--- src/serial_port_pkg.sv ---
// Shared constants and types for the four-wire serial command port.
// Both ends and the testbench import this package; nothing else is assumed.
package serial_port_pkg;

  // Line rate that the mode/loop-back register selects.
  typedef enum logic [1:0] {
    RATE_DS3,
    RATE_STS1,
    RATE_E3
  } rate_t;

  // Loop-back mode decoded from the two loop bits.
  typedef enum logic [1:0] {
    LOOP_NONE,
    LOOP_REMOTE,
    LOOP_ANALOG,
    LOOP_DIGITAL
  } loop_t;

  // Bit positions inside the mode/loop-back register.
  localparam int FAR_LOOP_BIT   = 0;
  localparam int NEAR_LOOP_BIT  = 1;
  localparam int E3_SEL_BIT     = 2;
  localparam int STS1_SEL_BIT   = 3;
  localparam int UNUSED_BIT     = 4;
  localparam int CTRL_WIDTH     = 5;

  // Register address and value after reset.
  localparam logic [3:0] MODE_LOOPBACK_ADDR  = 4'h4;
  localparam logic [3:0] MODE_LOOPBACK_RESET = 4'h0;

  // Frame layout: header bits then data bits, both sent LSB first.
  localparam int HEADER_BITS = 8;
  localparam int DATA_BITS   = 8;
  localparam int FRAME_BITS  = HEADER_BITS + DATA_BITS;
  localparam int ADDR_FIRST  = 1;
  localparam int ADDR_LAST   = 4;

  // Timing: system clock and the serial clock the host divides from it.
  localparam int CLK_NS        = 4;
  localparam int SCLK_NS       = 160;
  localparam int SCLK_HALF_CYC = SCLK_NS / CLK_NS / 2;
  localparam int CS_LEAD_NS    = 5;
  localparam int CS_LEAD_CYC   = (CS_LEAD_NS + CLK_NS - 1) / CLK_NS;

endpackage

--- src/serial_port_if.sv ---
// Four-wire serial command port wires between host and device.
// The serial data output is a driven pin; the wire reads low when undriven.
`timescale 1ns/10ps
interface serial_port_if;
  logic cs_n;                 // Active-low select from the host.
  logic sclk;                 // Serial clock from the host.
  logic serial_data_in;       // Host to device data.
  logic serial_data_out_q;    // Device output value.
  logic serial_data_out_oe;   // Device output enable.
  logic serial_data_out;      // Resolved wire level.

  // Without a driver the line is pulled low.
  assign serial_data_out = serial_data_out_oe & serial_data_out_q;

  modport host (
    output cs_n,
    output sclk,
    output serial_data_in,
    input  serial_data_out
  );

  modport dev (
    input  cs_n,
    input  sclk,
    input  serial_data_in,
    output serial_data_out_q,
    output serial_data_out_oe
  );
endinterface

--- src/serial_device.sv ---
// Device end of the serial command port with the mode/loop-back register.
// Assumes the host makes the serial clock far slower than the system clock.
//
// Contract
// - D3 picks DS3 (0) or STS-1 (1).
// - E3 bit set overrides the DS3/STS-1 choice.
// - E3 bit 1 gives E3, 0 keeps D3.
// - Loop bits decode normal, remote, analog, digital.
// - Host must supply the serial clock.
// - Falling select starts a new transfer.
// - Eight header bits follow select assertion.
// - Data sampled on rising serial clock edges.
// - First header bit: 1 read, 0 write.
// - Next four bits carry the register address.
// - Host sends address bits LSB first.
// - Host sends both pad bits as zero.
// - Top register bit ignores writes.
`timescale 1ns/10ps
module serial_device
  import serial_port_pkg::*;
(
  input  wire logic  clk_i,          // System clock.
  input  wire logic  rst_i,          // Synchronous reset, high.
  serial_port_if.dev port,           // Serial pins.
  output rate_t      line_rate_o,    // Selected line rate.
  output loop_t      loop_mode_o,    // Selected loop-back mode.
  output logic       near_loop_o,    // Near-end loop bit.
  output logic       far_loop_o      // Far-end loop bit.
);

  typedef enum logic [1:0] {
    D_IDLE,
    D_HEAD,
    D_DATA
  } dstate_t;

  // Synchroniser stages; the first stage of each feeds only the second.
  logic            cs_m_r;
  logic            cs_s_r;
  logic            cs_d_r;
  logic            sclk_m_r;
  logic            sclk_s_r;
  logic            sclk_d_r;
  logic            din_m_r;
  logic            din_s_r;

  // Transfer state.
  dstate_t         state_r;
  logic [3:0]      cnt_r;
  logic            dir_r;
  logic [3:0]      addr_r;
  logic [1:0]      pad_r;
  logic [7:0]      wsh_r;
  logic [7:0]      rsh_r;
  logic            dout_r;
  logic            dout_oe_r;

  // Register and decoded outputs.
  logic [3:0]      ctrl_r;
  rate_t           rate_r;
  loop_t           loop_r;
  logic            near_r;
  logic            far_r;

  // Decode wires.
  logic            rise_w;
  logic            fall_w;
  logic            cs_fall_w;
  logic            cs_high_w;
  logic            last_head_w;
  logic            last_data_w;
  logic [7:0]      wsh_nxt;
  logic            hit_w;
  logic            pads_ok_w;
  logic            commit_w;
  logic [7:0]      rdata_w;
  rate_t           rate_w;
  loop_t           loop_w;

  ////////////////////////////////////////////////////////////////////////
  // Pin synchronisers and edge history.
  always_ff @(posedge clk_i) begin
    if (rst_i) begin
      cs_m_r   <= 1'b1;
      cs_s_r   <= 1'b1;
      cs_d_r   <= 1'b1;
      sclk_m_r <= 1'b0;
      sclk_s_r <= 1'b0;
      sclk_d_r <= 1'b0;
      din_m_r  <= 1'b0;
      din_s_r  <= 1'b0;
    end else begin
      cs_m_r   <= port.cs_n;
      cs_s_r   <= cs_m_r;
      cs_d_r   <= cs_s_r;
      sclk_m_r <= port.sclk;
      sclk_s_r <= sclk_m_r;
      sclk_d_r <= sclk_s_r;
      din_m_r  <= port.serial_data_in;
      din_s_r  <= din_m_r;
    end
  end

  ////////////////////////////////////////////////////////////////////////
  // Edge detection; data and clock pass equal stages so they stay aligned.
  assign rise_w      = sclk_s_r & ~sclk_d_r;
  assign fall_w      = ~sclk_s_r & sclk_d_r;
  assign cs_fall_w   = ~cs_s_r & cs_d_r;
  assign cs_high_w   = cs_s_r;
  assign last_head_w = (cnt_r == 4'(HEADER_BITS - 1));
  assign last_data_w = (cnt_r == 4'(FRAME_BITS - 1));
  assign wsh_nxt     = {din_s_r, wsh_r[7:1]};

  // Address match and write qualification; a frame with nonzero pads is
  // treated as malformed and never alters the register.
  assign hit_w     = (addr_r == MODE_LOOPBACK_ADDR);
  assign pads_ok_w = (pad_r == 2'b00);
  assign commit_w  = (state_r == D_DATA) & rise_w & last_data_w & ~dir_r & hit_w & pads_ok_w;

  // Readback: the unused top bit and unmapped addresses read as zero.
  assign rdata_w = hit_w ? {3'b000, 1'b0, ctrl_r} : 8'h00;

  // Rate selection: E3 overrides, otherwise D3 picks DS3 or STS-1.
  assign rate_w = ctrl_r[E3_SEL_BIT]   ? RATE_E3 :
                  ctrl_r[STS1_SEL_BIT] ? RATE_STS1 :
                                         RATE_DS3;

  // Loop-back selection from the two loop bits taken together.
  assign loop_w = loop_t'({ctrl_r[NEAR_LOOP_BIT], ctrl_r[FAR_LOOP_BIT]});

  ////////////////////////////////////////////////////////////////////////
  // Header and data sequencing. Released select always wins and aborts,
  // so a fresh falling select, which always follows a release, starts a transfer from idle.
  always_ff @(posedge clk_i) begin
    if (rst_i) begin
      state_r <= D_IDLE;
      cnt_r   <= 4'h0;
      dir_r   <= 1'b0;
      addr_r  <= 4'h0;
      pad_r   <= 2'b00;
      wsh_r   <= 8'h00;
    end else if (cs_high_w) begin
      state_r <= D_IDLE;
      cnt_r   <= 4'h0;
    end else if (cs_fall_w) begin
      state_r <= D_HEAD;
      cnt_r   <= 4'h0;
    end else if (rise_w && state_r != D_IDLE) begin
      cnt_r <= cnt_r + 4'h1;
      if (state_r == D_HEAD) begin
        if (cnt_r == 4'h0) begin
          dir_r <= din_s_r;
        end else if (cnt_r <= 4'(ADDR_LAST)) begin
          addr_r <= {din_s_r, addr_r[3:1]};
        end else if (cnt_r <= 4'(ADDR_LAST + 2)) begin
          pad_r <= {din_s_r, pad_r[1]};
        end
        if (last_head_w) begin
          state_r <= D_DATA;
        end
      end else begin
        wsh_r <= wsh_nxt;
        if (last_data_w) begin
          state_r <= D_IDLE;
        end
      end
    end
  end

  ////////////////////////////////////////////////////////////////////////
  // Read data: loaded after the header, shifted out on each falling edge so
  // that every bit is stable across the host's next rising edge. The output
  // stays enabled after the last bit until select is released.
  always_ff @(posedge clk_i) begin
    if (rst_i) begin
      rsh_r     <= 8'h00;
      dout_r    <= 1'b0;
      dout_oe_r <= 1'b0;
    end else if (cs_high_w || cs_fall_w) begin
      dout_r    <= 1'b0;
      dout_oe_r <= 1'b0;
    end else if (state_r == D_HEAD && rise_w && last_head_w) begin
      rsh_r <= rdata_w;
    end else if (fall_w && dir_r && (state_r == D_DATA || dout_oe_r)) begin
      dout_r    <= rsh_r[0];
      dout_oe_r <= 1'b1;
      rsh_r     <= {1'b0, rsh_r[7:1]};
    end
  end

  ////////////////////////////////////////////////////////////////////////
  // Mode/loop-back register; the top data bit is never stored.
  always_ff @(posedge clk_i) begin
    if (rst_i) begin
      ctrl_r <= MODE_LOOPBACK_RESET;
    end else if (commit_w) begin
      ctrl_r <= wsh_nxt[3:0];
    end
  end

  // Registered mode outputs follow the register one cycle later.
  always_ff @(posedge clk_i) begin
    if (rst_i) begin
      rate_r <= RATE_DS3;
      loop_r <= LOOP_NONE;
      near_r <= 1'b0;
      far_r  <= 1'b0;
    end else begin
      rate_r <= rate_w;
      loop_r <= loop_w;
      near_r <= ctrl_r[NEAR_LOOP_BIT];
      far_r  <= ctrl_r[FAR_LOOP_BIT];
    end
  end

  ////////////////////////////////////////////////////////////////////////
  // Output connections, all straight from flip-flops.
  assign port.serial_data_out_q  = dout_r;
  assign port.serial_data_out_oe = dout_oe_r;
  assign line_rate_o             = rate_r;
  assign loop_mode_o             = loop_r;
  assign near_loop_o             = near_r;
  assign far_loop_o              = far_r;

endmodule

--- src/flat_wrapper.sv ---
// flat-port wrapper written by rule: the top's interface ports become plain ports
module serial_device_flat import serial_port_pkg::*;
  (clk_i, rst_i, line_rate_o, loop_mode_o, near_loop_o, far_loop_o, port_cs_n, port_sclk, port_serial_data_in, port_serial_data_out_q, port_serial_data_out_oe);
  serial_port_if port_i ();
  input  wire logic clk_i;
  input  wire logic rst_i;
  output rate_t line_rate_o;
  output loop_t loop_mode_o;
  output logic near_loop_o;
  output logic far_loop_o;
  input wire logic [$bits(port_i.cs_n)-1:0] port_cs_n;
  input wire logic [$bits(port_i.sclk)-1:0] port_sclk;
  input wire logic [$bits(port_i.serial_data_in)-1:0] port_serial_data_in;
  output wire logic [$bits(port_i.serial_data_out_q)-1:0] port_serial_data_out_q;
  output wire logic [$bits(port_i.serial_data_out_oe)-1:0] port_serial_data_out_oe;
  assign port_i.cs_n = port_cs_n;
  assign port_i.sclk = port_sclk;
  assign port_i.serial_data_in = port_serial_data_in;
  assign port_serial_data_out_q = port_i.serial_data_out_q;
  assign port_serial_data_out_oe = port_i.serial_data_out_oe;
  serial_device u_core (.clk_i(clk_i), .rst_i(rst_i), .port(port_i), .line_rate_o(line_rate_o), .loop_mode_o(loop_mode_o), .near_loop_o(near_loop_o), .far_loop_o(far_loop_o));
endmodule
--- config.mk ---
export PLATFORM = sky130hd
export DESIGN_NAME = serial_device_flat
export DESIGN_NICKNAME = d
export VERILOG_FILES = /design/src/serial_port_pkg.sv /design/src/serial_port_if.sv /design/src/serial_device.sv /design/src/flat_wrapper.sv
export SDC_FILE = /design/constraint.sdc
export NUM_CORES = 1
export LEC_CHECK = 0
export ABC_AREA = 0
export BUFFER_PORTS_ARGS = -buffer_cell sky130_fd_sc_hd__buf_2
export CORE_MARGIN = 10
export CORE_UTILIZATION = 58
export CTS_BUF_LIST = sky130_fd_sc_hd__clkbuf_8 sky130_fd_sc_hd__clkbuf_16
export CTS_CLUSTER_SIZE = 10
export DETAILED_ROUTE_END_ITERATION = 16
export MAX_ROUTING_LAYER = met4
export PLACE_DENSITY_LB_ADDON = 0.3
export SYNTH_ARGS = -nofsm -noshare
export SYNTH_HDL_FRONTEND = slang
export SYNTH_SLANG_ARGS = --single-unit
export TNS_END_PERCENT = 10
--- constraint.sdc ---
create_clock -name clk_i -period 1.9 [get_ports clk_i]
set_input_delay 0.38 -clock clk_i [delete_from_list [all_inputs] [get_ports clk_i]]
set_output_delay 0.38 -clock clk_i [all_outputs]
set_load 0.01 [all_outputs]
## Word-level counts from Yosys, hierarchy flattened

Cells that the tools add are included.

| storage, ports and cells | value |
|---|---|
| output and inout port bits | 8 |
| bits of input ports | 5 |
| register bits | 49 |
| word-level logic and storage cells | 88 |

| cells by class | value |
|---|---|
| mux-type cells | 10 |
| bitwise operators | 18 |
| add/sub/neg operators | 1 |
| equality and inequality tests | 7 |
| order comparisons | 2 |
| reductions and logical operators | 26 |

Operator list:

| cell | count |
|---|---|
| 2-to-1 mux 8 bit | 2 |
| inverter 1 bit | 10 |
| bitwise AND 1 bit | 8 |
| equality test 4 x 3 -> 1 bit (second input constant) | 2 |
| less-or-equal comparator 4 x 3 -> 1 bit (second input constant) | 2 |
| 2-to-1 mux 2 bit | 4 |
| nonzero test 2 bit | 4 |
| AND reduction 7 bit | 1 |
| AND reduction 3 bit | 2 |
| AND reduction 6 bit | 1 |
| OR reduction 2 bit | 3 |
| logical AND 1 bit | 5 |
| AND reduction 5 bit | 1 |
| adder 4 x 1 -> 4 bit (second input constant) | 1 |
| equality test 4 bit (second input constant) | 1 |
| zero test 4 bit | 1 |
| 2-to-1 mux 4 bit | 1 |
| AND reduction 2 bit | 2 |
| AND reduction 4 bit | 1 |
| 2-to-1 mux 1 bit | 3 |
| != test 3 x 1 -> 1 bit (second input constant) | 1 |
| nonzero test 3 bit | 1 |
| OR reduction 3 bit | 1 |
| equality test 2 x 1 -> 1 bit (second input constant) | 1 |
| other kinds (4) | 5 |

## Logic depth before layout (Yosys ltp)

Gate-level depths: netlist (run 1).

| logic depth | value |
|---|---|
| depth after elaboration | 7 |
| depth in mapped cells | 6 |
| mapped depth without buffers | 6 |

## Worst setup path before layout (run 1)

OpenSTA, ideal clock, no wires.

| path | value |
|---|---|
| kind | register -> register |
| from | register u_core.cnt_r[1] |
| to | register u_core.rsh_r[0] |
| period minus slack after synthesis | 1.498 ns |
| arrival | 1.402 ns |
| setup slack | 0.402 ns |
| data required time | 1.805 ns |
| path buffers | 1 |
| setup time | 0.095 ns |
| stages on the path, launching flop included | 7 |
| cell sequence | dfxtp_1 > ha_1 > and4b_1 > buf_2 > nand2_2 > a221o_1 > o311ai_1 |

| between the ends | value |
|---|---|
| word-level cells in the longest chain between the ends | 4 |
| elaborated cells between the ends (all ways) | 5 |
| classes of those cells | eq/ne (1); mux (1); reduce/logical (3) |

RTL lines:

| item | line | text |
|---|---|---|
| start: declaration | serial_device.sv:49 | `logic [3:0] cnt_r;` |
| start signal: assignment | serial_device.sv:149 | `cnt_r <= cnt_r + 4'h1;` |
| equality test 4 x 3 -> 1 bit (*) | serial_device.sv:110 | `assign last_head_w = (cnt_r == 4'(HEADER_BITS - 1));` |
| logical AND 1 bit (*) | serial_device.sv:182 | `end else if (state_r == D_HEAD && rise_w && last_head_w) begin` |
| nonzero test 2 bit (no line) | n/a |  |
| AND reduction 2 bit (no line) | n/a |  |
| end signal: assignment | serial_device.sv:183 | `rsh_r <= rdata_w;` |
| end signal: assignment | serial_device.sv:187 | `rsh_r <= {1'b0, rsh_r[7:1]};` |
| end: declaration | serial_device.sv:54 | `logic [7:0] rsh_r;` |

Every way passes the cells marked *; elsewhere a longest branch is shown, timed or not.
A chain may end at the register's enable or synchronous reset.

## Worst setup path after layout (run 1)

| path | value |
|---|---|
| from | register u_core.cnt_r[1] |
| to | register u_core.rsh_r[2] |

Same word-level chain as after synthesis.

==> results of run 1 <==
metrics by stage:
step           worst slack (ns)  area, sq um
5_1_grt                 0.02070         1923
2_1_floorplan            0.4022         1780
3_3_place_gp             0.2791         1833
3_5_place_dp             0.1530         1833
6_report                 0.1474         1923
4_1_cts                  0.1318         1916
worst max-delay path, cell delays in order, from the launching register on:
cell and delay (ns):
dfxtp_1 0.44, ha_1 0.22, and4b_1 0.37, nand2_2 0.17
a221o_1 0.37, o311ai_1 0.09
registers in the layout (all words and copies together) (netlist names):
signal / flops
u_core.din_m_r: 1
u_core.ctrl_r: 4
u_core.port.serial_data_out_q: 1
u_core.cs_d_r: 1
u_core.state_r: 2
u_core.pad_r: 2
u_core.rsh_r: 4
u_core.dir_r: 1
u_core.cnt_r: 4
u_core.line_rate_o: 2
u_core.sclk_d_r: 1
u_core.loop_mode_o: 1
u_core.sclk_s_r: 1
u_core.port.serial_data_out_oe: 1
u_core.din_s_r: 1
u_core.wsh_r: 7
u_core.cs_high_w: 1
u_core.sclk_m_r: 1
u_core.cs_m_r: 1
u_core.addr_r: 4
u_core.near_loop_o: 1
layer usage:
| layer | track usage [%] | share of wire, % |
|---|---|---|
| met4 | 5.979 | 2.4 |
| met1 | 14.65 | 41 |
| met3 | 4.818 | 5.7 |
| met5 | - | 0 |
| met2 | 23.70 | 51 |
repair_timing:
item | 4_1_cts | 5_1_grt
gates resized for setup | 0 | 0
setup buffers | 0 | 1
setup endpoints to repair | 0 | 1
synth_stat cells:
library cell	n	area, sq um
buf_2	3	15.01
nand3_1	8	40.04
a221o_1	3	30.03
clkbuf_1	5	18.77
a21oi_1	11	55.05
mux2i_1	12	120.1
and2b_1	1	7.510
inv_1	7	26.28
o32ai_1	1	8.760
o21ai_0	3	15.01
nand2b_1	2	12.51
o2111ai_4	1	26.28
nand4_1	5	31.28
nand2_2	1	6.260
o21ai_1	1	5.000
nor3b_4	1	18.77
or3_1	1	6.260
o311ai_1	3	26.28
buf_4	2	15.01
a21boi_0	1	7.510
nor4b_1	1	8.760
nand2_1	12	45.04
or3b_2	1	8.760
nor2b_1	7	43.79
nor2_1	21	78.83
dfxtp_1	42	840.8
nand4b_1	6	52.55
nor3_1	1	5.000
or2_2	3	18.77
or4b_1	1	10.01
nor4b_2	2	30.03
xnor2_1	4	35.03
and4b_1	1	10.01
ha_1	3	37.54
nor3b_1	3	22.52
buf_6	2	22.52
mux2_2	1	11.26
o211ai_1	1	7.510
report_power, final:
group | internal [uW] | switching, uW
combinational | 23.5 | 26.0
clock | 280 | 273
sequential | 898 | 13.7
total | 1200 | 313
final cells by class:
cell class / instances / area, sq um / share of cell area, %
Multi-Input combinational cell: 123 / 842.1 / 43.79
Timing Repair Buffer: 16 / 90.09 / 4.684
Inverter: 7 / 26.28 / 1.366
Sequential cell: 42 / 840.8 / 43.72
Clock buffer: 6 / 82.58 / 4.294
Tap cell: 33 / 41.29 / 2.147
worst max-delay path by stage:
stage	startpoint	endpoint	slack, ns	depth (start not counted)
2_1_floorplan	u_core.cnt_r[1]$_SDFFE_PP0P_	u_core.rsh_r[0]$_SDFFE_PP0P_	0.40	6
5_1_grt	u_core.cnt_r[1]$_SDFFE_PP0P_	u_core.ctrl_r[1]$_SDFFE_PP0P_	0.02	6
6_report	u_core.cnt_r[1]$_SDFFE_PP0P_	u_core.rsh_r[2]$_SDFFE_PP0P_	0.15	5
3_5_place_dp	u_core.cnt_r[1]$_SDFFE_PP0P_	u_core.ctrl_r[1]$_SDFFE_PP0P_	0.15	5
4_1_cts	u_core.cnt_r[1]$_SDFFE_PP0P_	u_core.ctrl_r[1]$_SDFFE_PP0P_	0.13	5
3_3_place_gp	u_core.cnt_r[0]$_SDFFE_PP0P_	u_core.ctrl_r[1]$_SDFFE_PP0P_	0.28	5
cell families after synthesis:
kind of cell    share of synthesized area (%)
compound gates                          10.19
xor+xnor                                1.967
fa+ha+maj                               2.108
buf+inv                                 5.481
flops                                   47.22
mux                                     7.379
simple gates                            25.65
==> impl_metrics.ini, run 1 <==
[floorplan]
num_io_pins = 13
die_width_microns = 75.41
core_region_area_sq_um = 3003
start_util_pct = 59.29
dieArea_sq_um = 5686
rows = 20
dieHeight_microns = 75.41

[clocking]
clockBufferDepth = 2
htreeDepth = 2
cts_tree = done
ctsHoldBuffers = 0
numCtsBuffers = 5
insertion_delay_ns = 0.29
clkTransAtPathRegs_ns = 0.07
cts_sinks = 42
cts_root_buffer = clkbuf_8

[drt]
first_pass_iters = 6
drt-vias-per-instance = 5.758
vias = 1307
remaining_drc_errors = 0
routedWlPerCell_microns = 15.03
ant_nets = 0
finalWirelength_microns = 3412
initialDrtViolationCount = 111

[setup_path]
critical_path_class = reg2reg
worst_setup_path_end_kind = flop
r2r_slack_ns = 0.15
reg2reg_depth = 5
start_kind = flop
r2r-start = u_core.cnt_r[1]$_SDFFE_PP0P_
crit_arrival_ns = 1.95
timing.rr.end = u_core.rsh_r[2]$_SDFFE_PP0P_
crit_required_ns = 2.10
crit_fanout = 8

[cells_and_area]
syn_to_final_growth_pct = 8.011
fin_util_pct = 64.04
fillers = 268
layout_common_cells = 42 x dfxtp_1, 21 x nor2_1, 12 x mux2i_1, 12 x nand2_1, 12 x buf_2
drive_gt1_share_pct = 16.49
final_nets = 203
layout_commonest_cell = dfxtp_1
stdcell_count = 227
diodes = 0

[yosys]
ys_seq_elements = 42
syn_area_per_cell_sq_um = 9.676
synth_fp_nets = 192
syn-instance-count = 184
synth_warnings = 0
synth_cell_types = 38
ys_seq_area_share_pct = 47.22
synth_area_sq_um = 1780

[global_routing]
grt_pass1_wl_microns = 5975
overflow = 0
grt_max_degree = 39
grt_pass1_vias = 1333
track_usage_pct = 14.05
antenna_found_initial = 0

[timing]
fin_crit_ns = 1.753
worstMarginPinSlew_ns = 0.5512
setup_violations = 0
slew_headroom_pct = 63.09
fin_crit_sh_pct = 92.24
rsz0062_at_grt = false
hold_viol = 0
hold_slack_ns = 0.2670
finalSetupTns_ns = 0
maxSlewViolCount = 0
skew_ns = 0.002938
clock.fmax_ghz = 0.5706

[hold_path]
min_path_type = in2reg
hold_end = u_core.cs_m_r$_SDFF_PP1_
whs_path_depth = 2
min_from = port_cs_n

[placed_design]
placedCellCount = 220
hpwl_microns = 2422
port_buffers = 12
finalWeightedCongestion = 0.8804

[power]
total_power_uw = 1514
peakVddDrop_uv = 627.1
p_leak_uw = 0.0007485
power_density_nw_per_um2 = 787.4

[flow_run]
drv_cap = 0

[outcome]
outcome = finished clean
Power figures use the tool's default switching activity.
==> run 2: changes to the inputs <==
--- a/config.mk
+++ b/config.mk
@@ -14,6 +14,8 @@
 export DETAILED_ROUTE_END_ITERATION = 16
 export MAX_ROUTING_LAYER = met4
 export PLACE_DENSITY_LB_ADDON = 0.3
+export RECOVER_POWER = 25
+export SKIP_CTS_REPAIR_TIMING = 1
 export SYNTH_ARGS = -nofsm -noshare
 export SYNTH_HDL_FRONTEND = slang
 export SYNTH_SLANG_ARGS = --single-unit
==> run 2 against run 1 <==
  * Via count down 0.23%
  * Wire length hardly changed
  * Clock skew hardly changed
  * Sequential share of layout area increased by 0.057 points
  * Setup slack lost 0.0031 ns
  * Register-to-register slack about the same
  * Combinational power fell by 1%
  * First-iteration DRC count is the same
==> impl_metrics.ini, run 2 (synthesized netlist as in run 1, its figures left out) <==
[outcome]
outcome = finished clean

[hold_path]
min_path_type = in2reg
min_from = port_cs_n

[global_routing]
grt_pass1_wl_microns = 5975
track_usage_pct = 14.05
antenna_found_initial = 0
grt_pass1_vias = 1333
grt_max_degree = 39
overflow = 0

[cells_and_area]
drive_gt1_share_pct = 16.49
layout.cell_area.non_filler_sq_um = 1921
final_nets = 203
layout_commonest_cell = dfxtp_1
fillers = 269
syn_to_final_growth_pct = 7.871
regMostFlops = u_core.wsh_r
largest_reg_flops = 7
layout_common_cells = 42 x dfxtp_1, 21 x nor2_1, 12 x mux2i_1, 12 x nand2_1, 12 x buf_2
diodes = 0

[setup_path]
cp-startpoint = u_core.cnt_r[1]$_SDFFE_PP0P_
r2r-start = u_core.cnt_r[1]$_SDFFE_PP0P_
crit_fanout = 8
crit_required_ns = 2.09
crit_end = u_core.rsh_r[2]$_SDFFE_PP0P_
critPathMaxStageDelay_ns = 0.44
reg2reg_depth = 5
crit_arrival_ns = 1.95
critical_path_class = reg2reg
path_cells = ha_1 -> and4b_1 -> nand2_2 -> a221o_1 -> o311ai_1
r2r_slack_ns = 0.14
start_kind = flop
worst_setup_path_end_kind = flop
timing.rr.end = u_core.rsh_r[2]$_SDFFE_PP0P_
crit_path_top_delay_cell = dfxtp_1

[timing]
slew_headroom_pct = 55.53
finalSetupTns_ns = 0
skew_ns = 0.003015
worstMarginPinSlew_ns = 0.6670
fin_crit_sh_pct = 92.40
maxSlewViolCount = 0
setup_violations = 0
hold_viol = 0
worst_slack_ns = 0.1443
hold_slack_ns = 0.2670
clock.fmax_ghz = 0.5696
fin_crit_ns = 1.756
rsz0062_at_grt = false

[drt]
ant_nets = 0
routedWlPerCell_microns = 15.03
vias = 1304
finalWirelength_microns = 3411
first_pass_iters = 5
initialDrtViolationCount = 111
drt-vias-per-instance = 5.744
remaining_drc_errors = 0

[floorplan]
rows = 20
start_util_pct = 59.29
dieArea_sq_um = 5686
dieHeight_microns = 75.41
core_region_area_sq_um = 3003
die_width_microns = 75.41
num_io_pins = 13

[placed_design]
pre_cts_slack_ns = 0.1530
finalWeightedCongestion = 0.8804
hpwl_microns = 2422
post_dp_cell_area_sq_um = 1833
port_buffers = 12

[clocking]
insertion_delay_ns = 0.29
cts_root_buffer = clkbuf_8
clkTransAtPathRegs_ns = 0.07
numCtsBuffers = 5
clockBufferDepth = 2
cts_sinks = 42
cts_tree = done
htreeDepth = 2

[power]
peakVddDrop_uv = 627.0
p_leak_uw = 0.0007478
power_density_nw_per_um2 = 788.1
total_power_uw = 1514

[flow_run]
drv_cap = 0
[run 2: cell count changes in the layout (fill, tap and decap cells not counted), sizes merged]
cell / delta
buf: -1
clkbuf: +1
[run 2: power breakdown]
| group | leakage [uW] | internal (uW) | switching, uW |
|---|---|---|---|
| combinational | 0.000364 | 22.9 | 26.0 |
| clock | 0.0000431 | 280 | 273 |
| sequential | 0.000341 | 898 | 13.7 |
[run 2: worst max-delay path, delay by kind of cell, from the launching register on]
| kind | cells | cell delay [ns] |
|---|---|---|
| simple gates | 2 | 0.54 |
| flops | 1 | 0.44 |
| fa+ha+maj | 1 | 0.22 |
| compound gates | 2 | 0.46 |
[run 2: layout make-up]
class | count | area, sq um | area share (%)
well taps | 33 | 41.29 | 2.150
multi-input cells | 123 | 842.1 | 43.84
repair buffers | 16 | 87.58 | 4.560
inverters | 7 | 26.28 | 1.368
clock buffers | 6 | 82.58 | 4.300
flip-flops and latches | 42 | 840.8 | 43.78
[run 2: worst min-delay path by stage]
stage / end / depth (start not counted)
after global placement: u_core.cs_high_w$_SDFF_PP1_ / 1
after floorplan: u_core.cs_high_w$_SDFF_PP1_ / 1
final: u_core.cs_m_r$_SDFF_PP1_ / 2
after global routing: u_core.cs_m_r$_SDFF_PP1_ / 2
after CTS: u_core.cs_m_r$_SDFF_PP1_ / 2
after detailed placement: u_core.cs_high_w$_SDFF_PP1_ / 1
[run 2: metrics by stage]
step	util, %	cells
2_1_floorplan	-	184
3_5_place_dp	61.04	220
5_1_grt	63.96	227
6_report	63.96	227
4_1_cts	63.79	226
3_3_place_gp	61.04	220
[run 2: routing by layer]
layer	global-route usage, %	up-vias	part of all wire (%)
li1	-	663	-
met1	14.65	605	42
met2	23.70	25	51
met3	4.818	11	5.5
met4	5.979	0	2.4
met5	-	-	0
==> run 3: changes to the inputs <==
--- a/config.mk
+++ b/config.mk
@@ -5,7 +5,7 @@
 export SDC_FILE = /design/constraint.sdc
 export NUM_CORES = 1
 export LEC_CHECK = 0
-export ABC_AREA = 0
+export ABC_AREA = 1
 export BUFFER_PORTS_ARGS = -buffer_cell sky130_fd_sc_hd__buf_2
 export CORE_MARGIN = 10
 export CORE_UTILIZATION = 58
==> run 3 against run 2 <==
  * Maximum frequency up 20%
  * Count of clock-buffer cells in the layout decreased by 1
  * Sequential cell count unchanged
  * Power shrank 0.71%
  * Clock skew is essentially flat
  * Critical endpoint is now u_core.rsh_r[0]$_SDFFE_PP0P_
==> impl_metrics.ini, run 3 <==
[clocking]
clockBufferDepth = 2
clkTransAtPathRegs_ns = 0.08
numCtsBuffers = 5
cts_sinks = 42
cts_tree = done
insertion_delay_ns = 0.30
htreeDepth = 2
cts_root_buffer = clkbuf_8

[hold_path]
min_path_type = in2reg

[drt]
remaining_drc_errors = 0
vias = 1525
routedWlPerCell_microns = 10.43
initialDrtViolationCount = 69
drt-vias-per-instance = 4.841
finalWirelength_microns = 3284
ant_nets = 0
first_pass_iters = 4

[global_routing]
antenna_found_initial = 0
overflow = 0
grt_max_degree = 23
grt.busiest_layer = met2
track_usage_pct = 11.56
grt_pass1_vias = 1344
grtUsageMet3_pct = 4.953
use_met2_pct = 17.94
gr-usage-met1_pct = 12.93
grt_pass1_wl_microns = 5568

[yosys]
ys_seq_area_share_pct = 45.34
synth-async-reset-ratio_pct = 0
synth_warnings = 0
syn-instance-count = 256
yosysMostFrequentCell = nor2_1
ys_seq_elements = 42
synth_fp_nets = 264
ys.flop_type = dfxtp_1
synth.top_cell.area_share_pct = 45.34
synth_area_leader_cell = dfxtp_1
synth_edf_count = 0
synth_cell_types = 28
synth_area_sq_um = 1854
synth.area.top_cells = dfxtp_1 45%, nor2_1 11%, nand2_1 8.9%
syn_area_per_cell_sq_um = 7.243
synthTopCellsByCount = 56 x nor2_1, 44 x nand2_1, 42 x dfxtp_1

[setup_path]
start_kind = flop
crit_family = simple AND/OR/NAND/NOR gates
crit_required_ns = 2.10
cp_num_buf_inv = 0
critPathMaxStageDelay_ns = 0.40
critical_path_class = reg2reg
crit_top_cell = nor2_1
crit_fanout = 8
crit_path_top_delay_cell = dfxtp_1
worst_setup_path_end_kind = flop
path_cells = ha_1 -> nand2_2 -> nor2_1 -> nand3_2 -> nand2_2 -> nand2_4 -> nor2_1 -> nor2_1
crit_arrival_ns = 1.66

[timing]
slew_headroom_pct = 61.41
worst_slack_ns = 0.4427
worstMarginPinSlew_ns = 0.5788
hold_viol = 0
maxSlewViolCount = 0
rsz0062_at_grt = false
finalSetupTns_ns = 0
setup_violations = 0
fin_crit_ns = 1.457
clock.fmax_ghz = 0.6862
fin_crit_sh_pct = 76.70
skew_ns = 0.003211

[flow_run]
drv_cap = 0

[cells_and_area]
syn_to_final_growth_pct = 9.514
layout_common_cells = 56 x nor2_1, 44 x nand2_1, 42 x dfxtp_1
final_nets = 278
regMostFlops = u_core.wsh_r
largest_reg_flops = 7
drive_gt1_share_pct = 16.97
diodes = 0
layout_commonest_cell = nor2_1

[floorplan]
rows = 20
dieArea_sq_um = 5858
core_region_area_sq_um = 3053
dieHeight_microns = 76.54
num_io_pins = 13
start_util_pct = 60.74
die_width_microns = 76.54

[power]
p_leak_uw = 0.0009238
peakVddDrop_uv = 525.7
power_density_nw_per_um2 = 740.1

[placed_design]
hpwl_microns = 2498
pre_cts_slack_ns = 0.4451
port_buffers = 12
finalWeightedCongestion = 0.8168

[outcome]
outcome = finished clean
==> run 3: stage by stage <==
step	instances	utilization, %	power, uW	cell area, sq um	hold WS [ns]
final	315	66.52	1503	2031	0.2593
after global routing	315	66.52	1556	2031	0.2610
after CTS	315	66.56	1521	2032	0.2569
after detailed placement	307	63.61	952.4	1942	0.3957
after global placement	307	63.61	951.2	1942	0.3893
after floorplan	256	-	941.3	1854	0.3883
==> run 3: cells by family (layout without fill, tap and decap cells) <==
logic type | after synthesis | count (layout) | share of synthesized area (%)
buffers and inverters | 45 | 60 | 9.851
DFF | 42 | 42 | 45.34
xor gates and xnor gates | 1 | 1 | 0.4724
adders and majority gates | 3 | 3 | 2.025
and+or+nand+nor | 134 | 134 | 33.20
AOI/OAI and AO/OA | 31 | 31 | 9.110
==> run 3: area by class of cell <==
type,instances,area [sq um]
flip-flops and latches,42,840.8
clock buffers,5,68.82
multi-input cells,169,830.8
fillers,273,1022
inverters,39,147.6
repair buffers,13,66.31
well taps,44,55.05
clock inverters,3,21.27
==> run 3: path summary, 6_finish.rpt <==
path,from,endpoint,slack [ns],cells after the start
setup / recovery,u_core.cnt_r[0]$_SDFFE_PP0P_,u_core.rsh_r[0]$_SDFFE_PP0P_,0.44,8
hold / removal,port_cs_n,u_core.cs_m_r$_SDFF_PP1_,0.26,2
setup reg to reg,u_core.cnt_r[0]$_SDFFE_PP0P_,u_core.rsh_r[0]$_SDFFE_PP0P_,0.44,8
hold reg to reg,u_core.din_m_r$_SDFF_PP0_,u_core.din_s_r$_SDFF_PP0_,0.40,2
==> run 3: power by group <==
group | switching, uW | total, uW | internal, uW | leakage [uW]
sequential | 5.56 | 892 | 887 | 0.000340
clock | 314 | 572 | 258 | 0.0000441
combinational | 25.7 | 38.9 | 13.2 | 0.000540
total | 345 | 1500 | 1160 | 0.000924
==> run 3: routing by layer <==
metal	up-vias	part of all wire, %
met5	-	0
li1	817	-
met1	673	48
met4	0	1.1
met2	30	46
met3	5	4.9
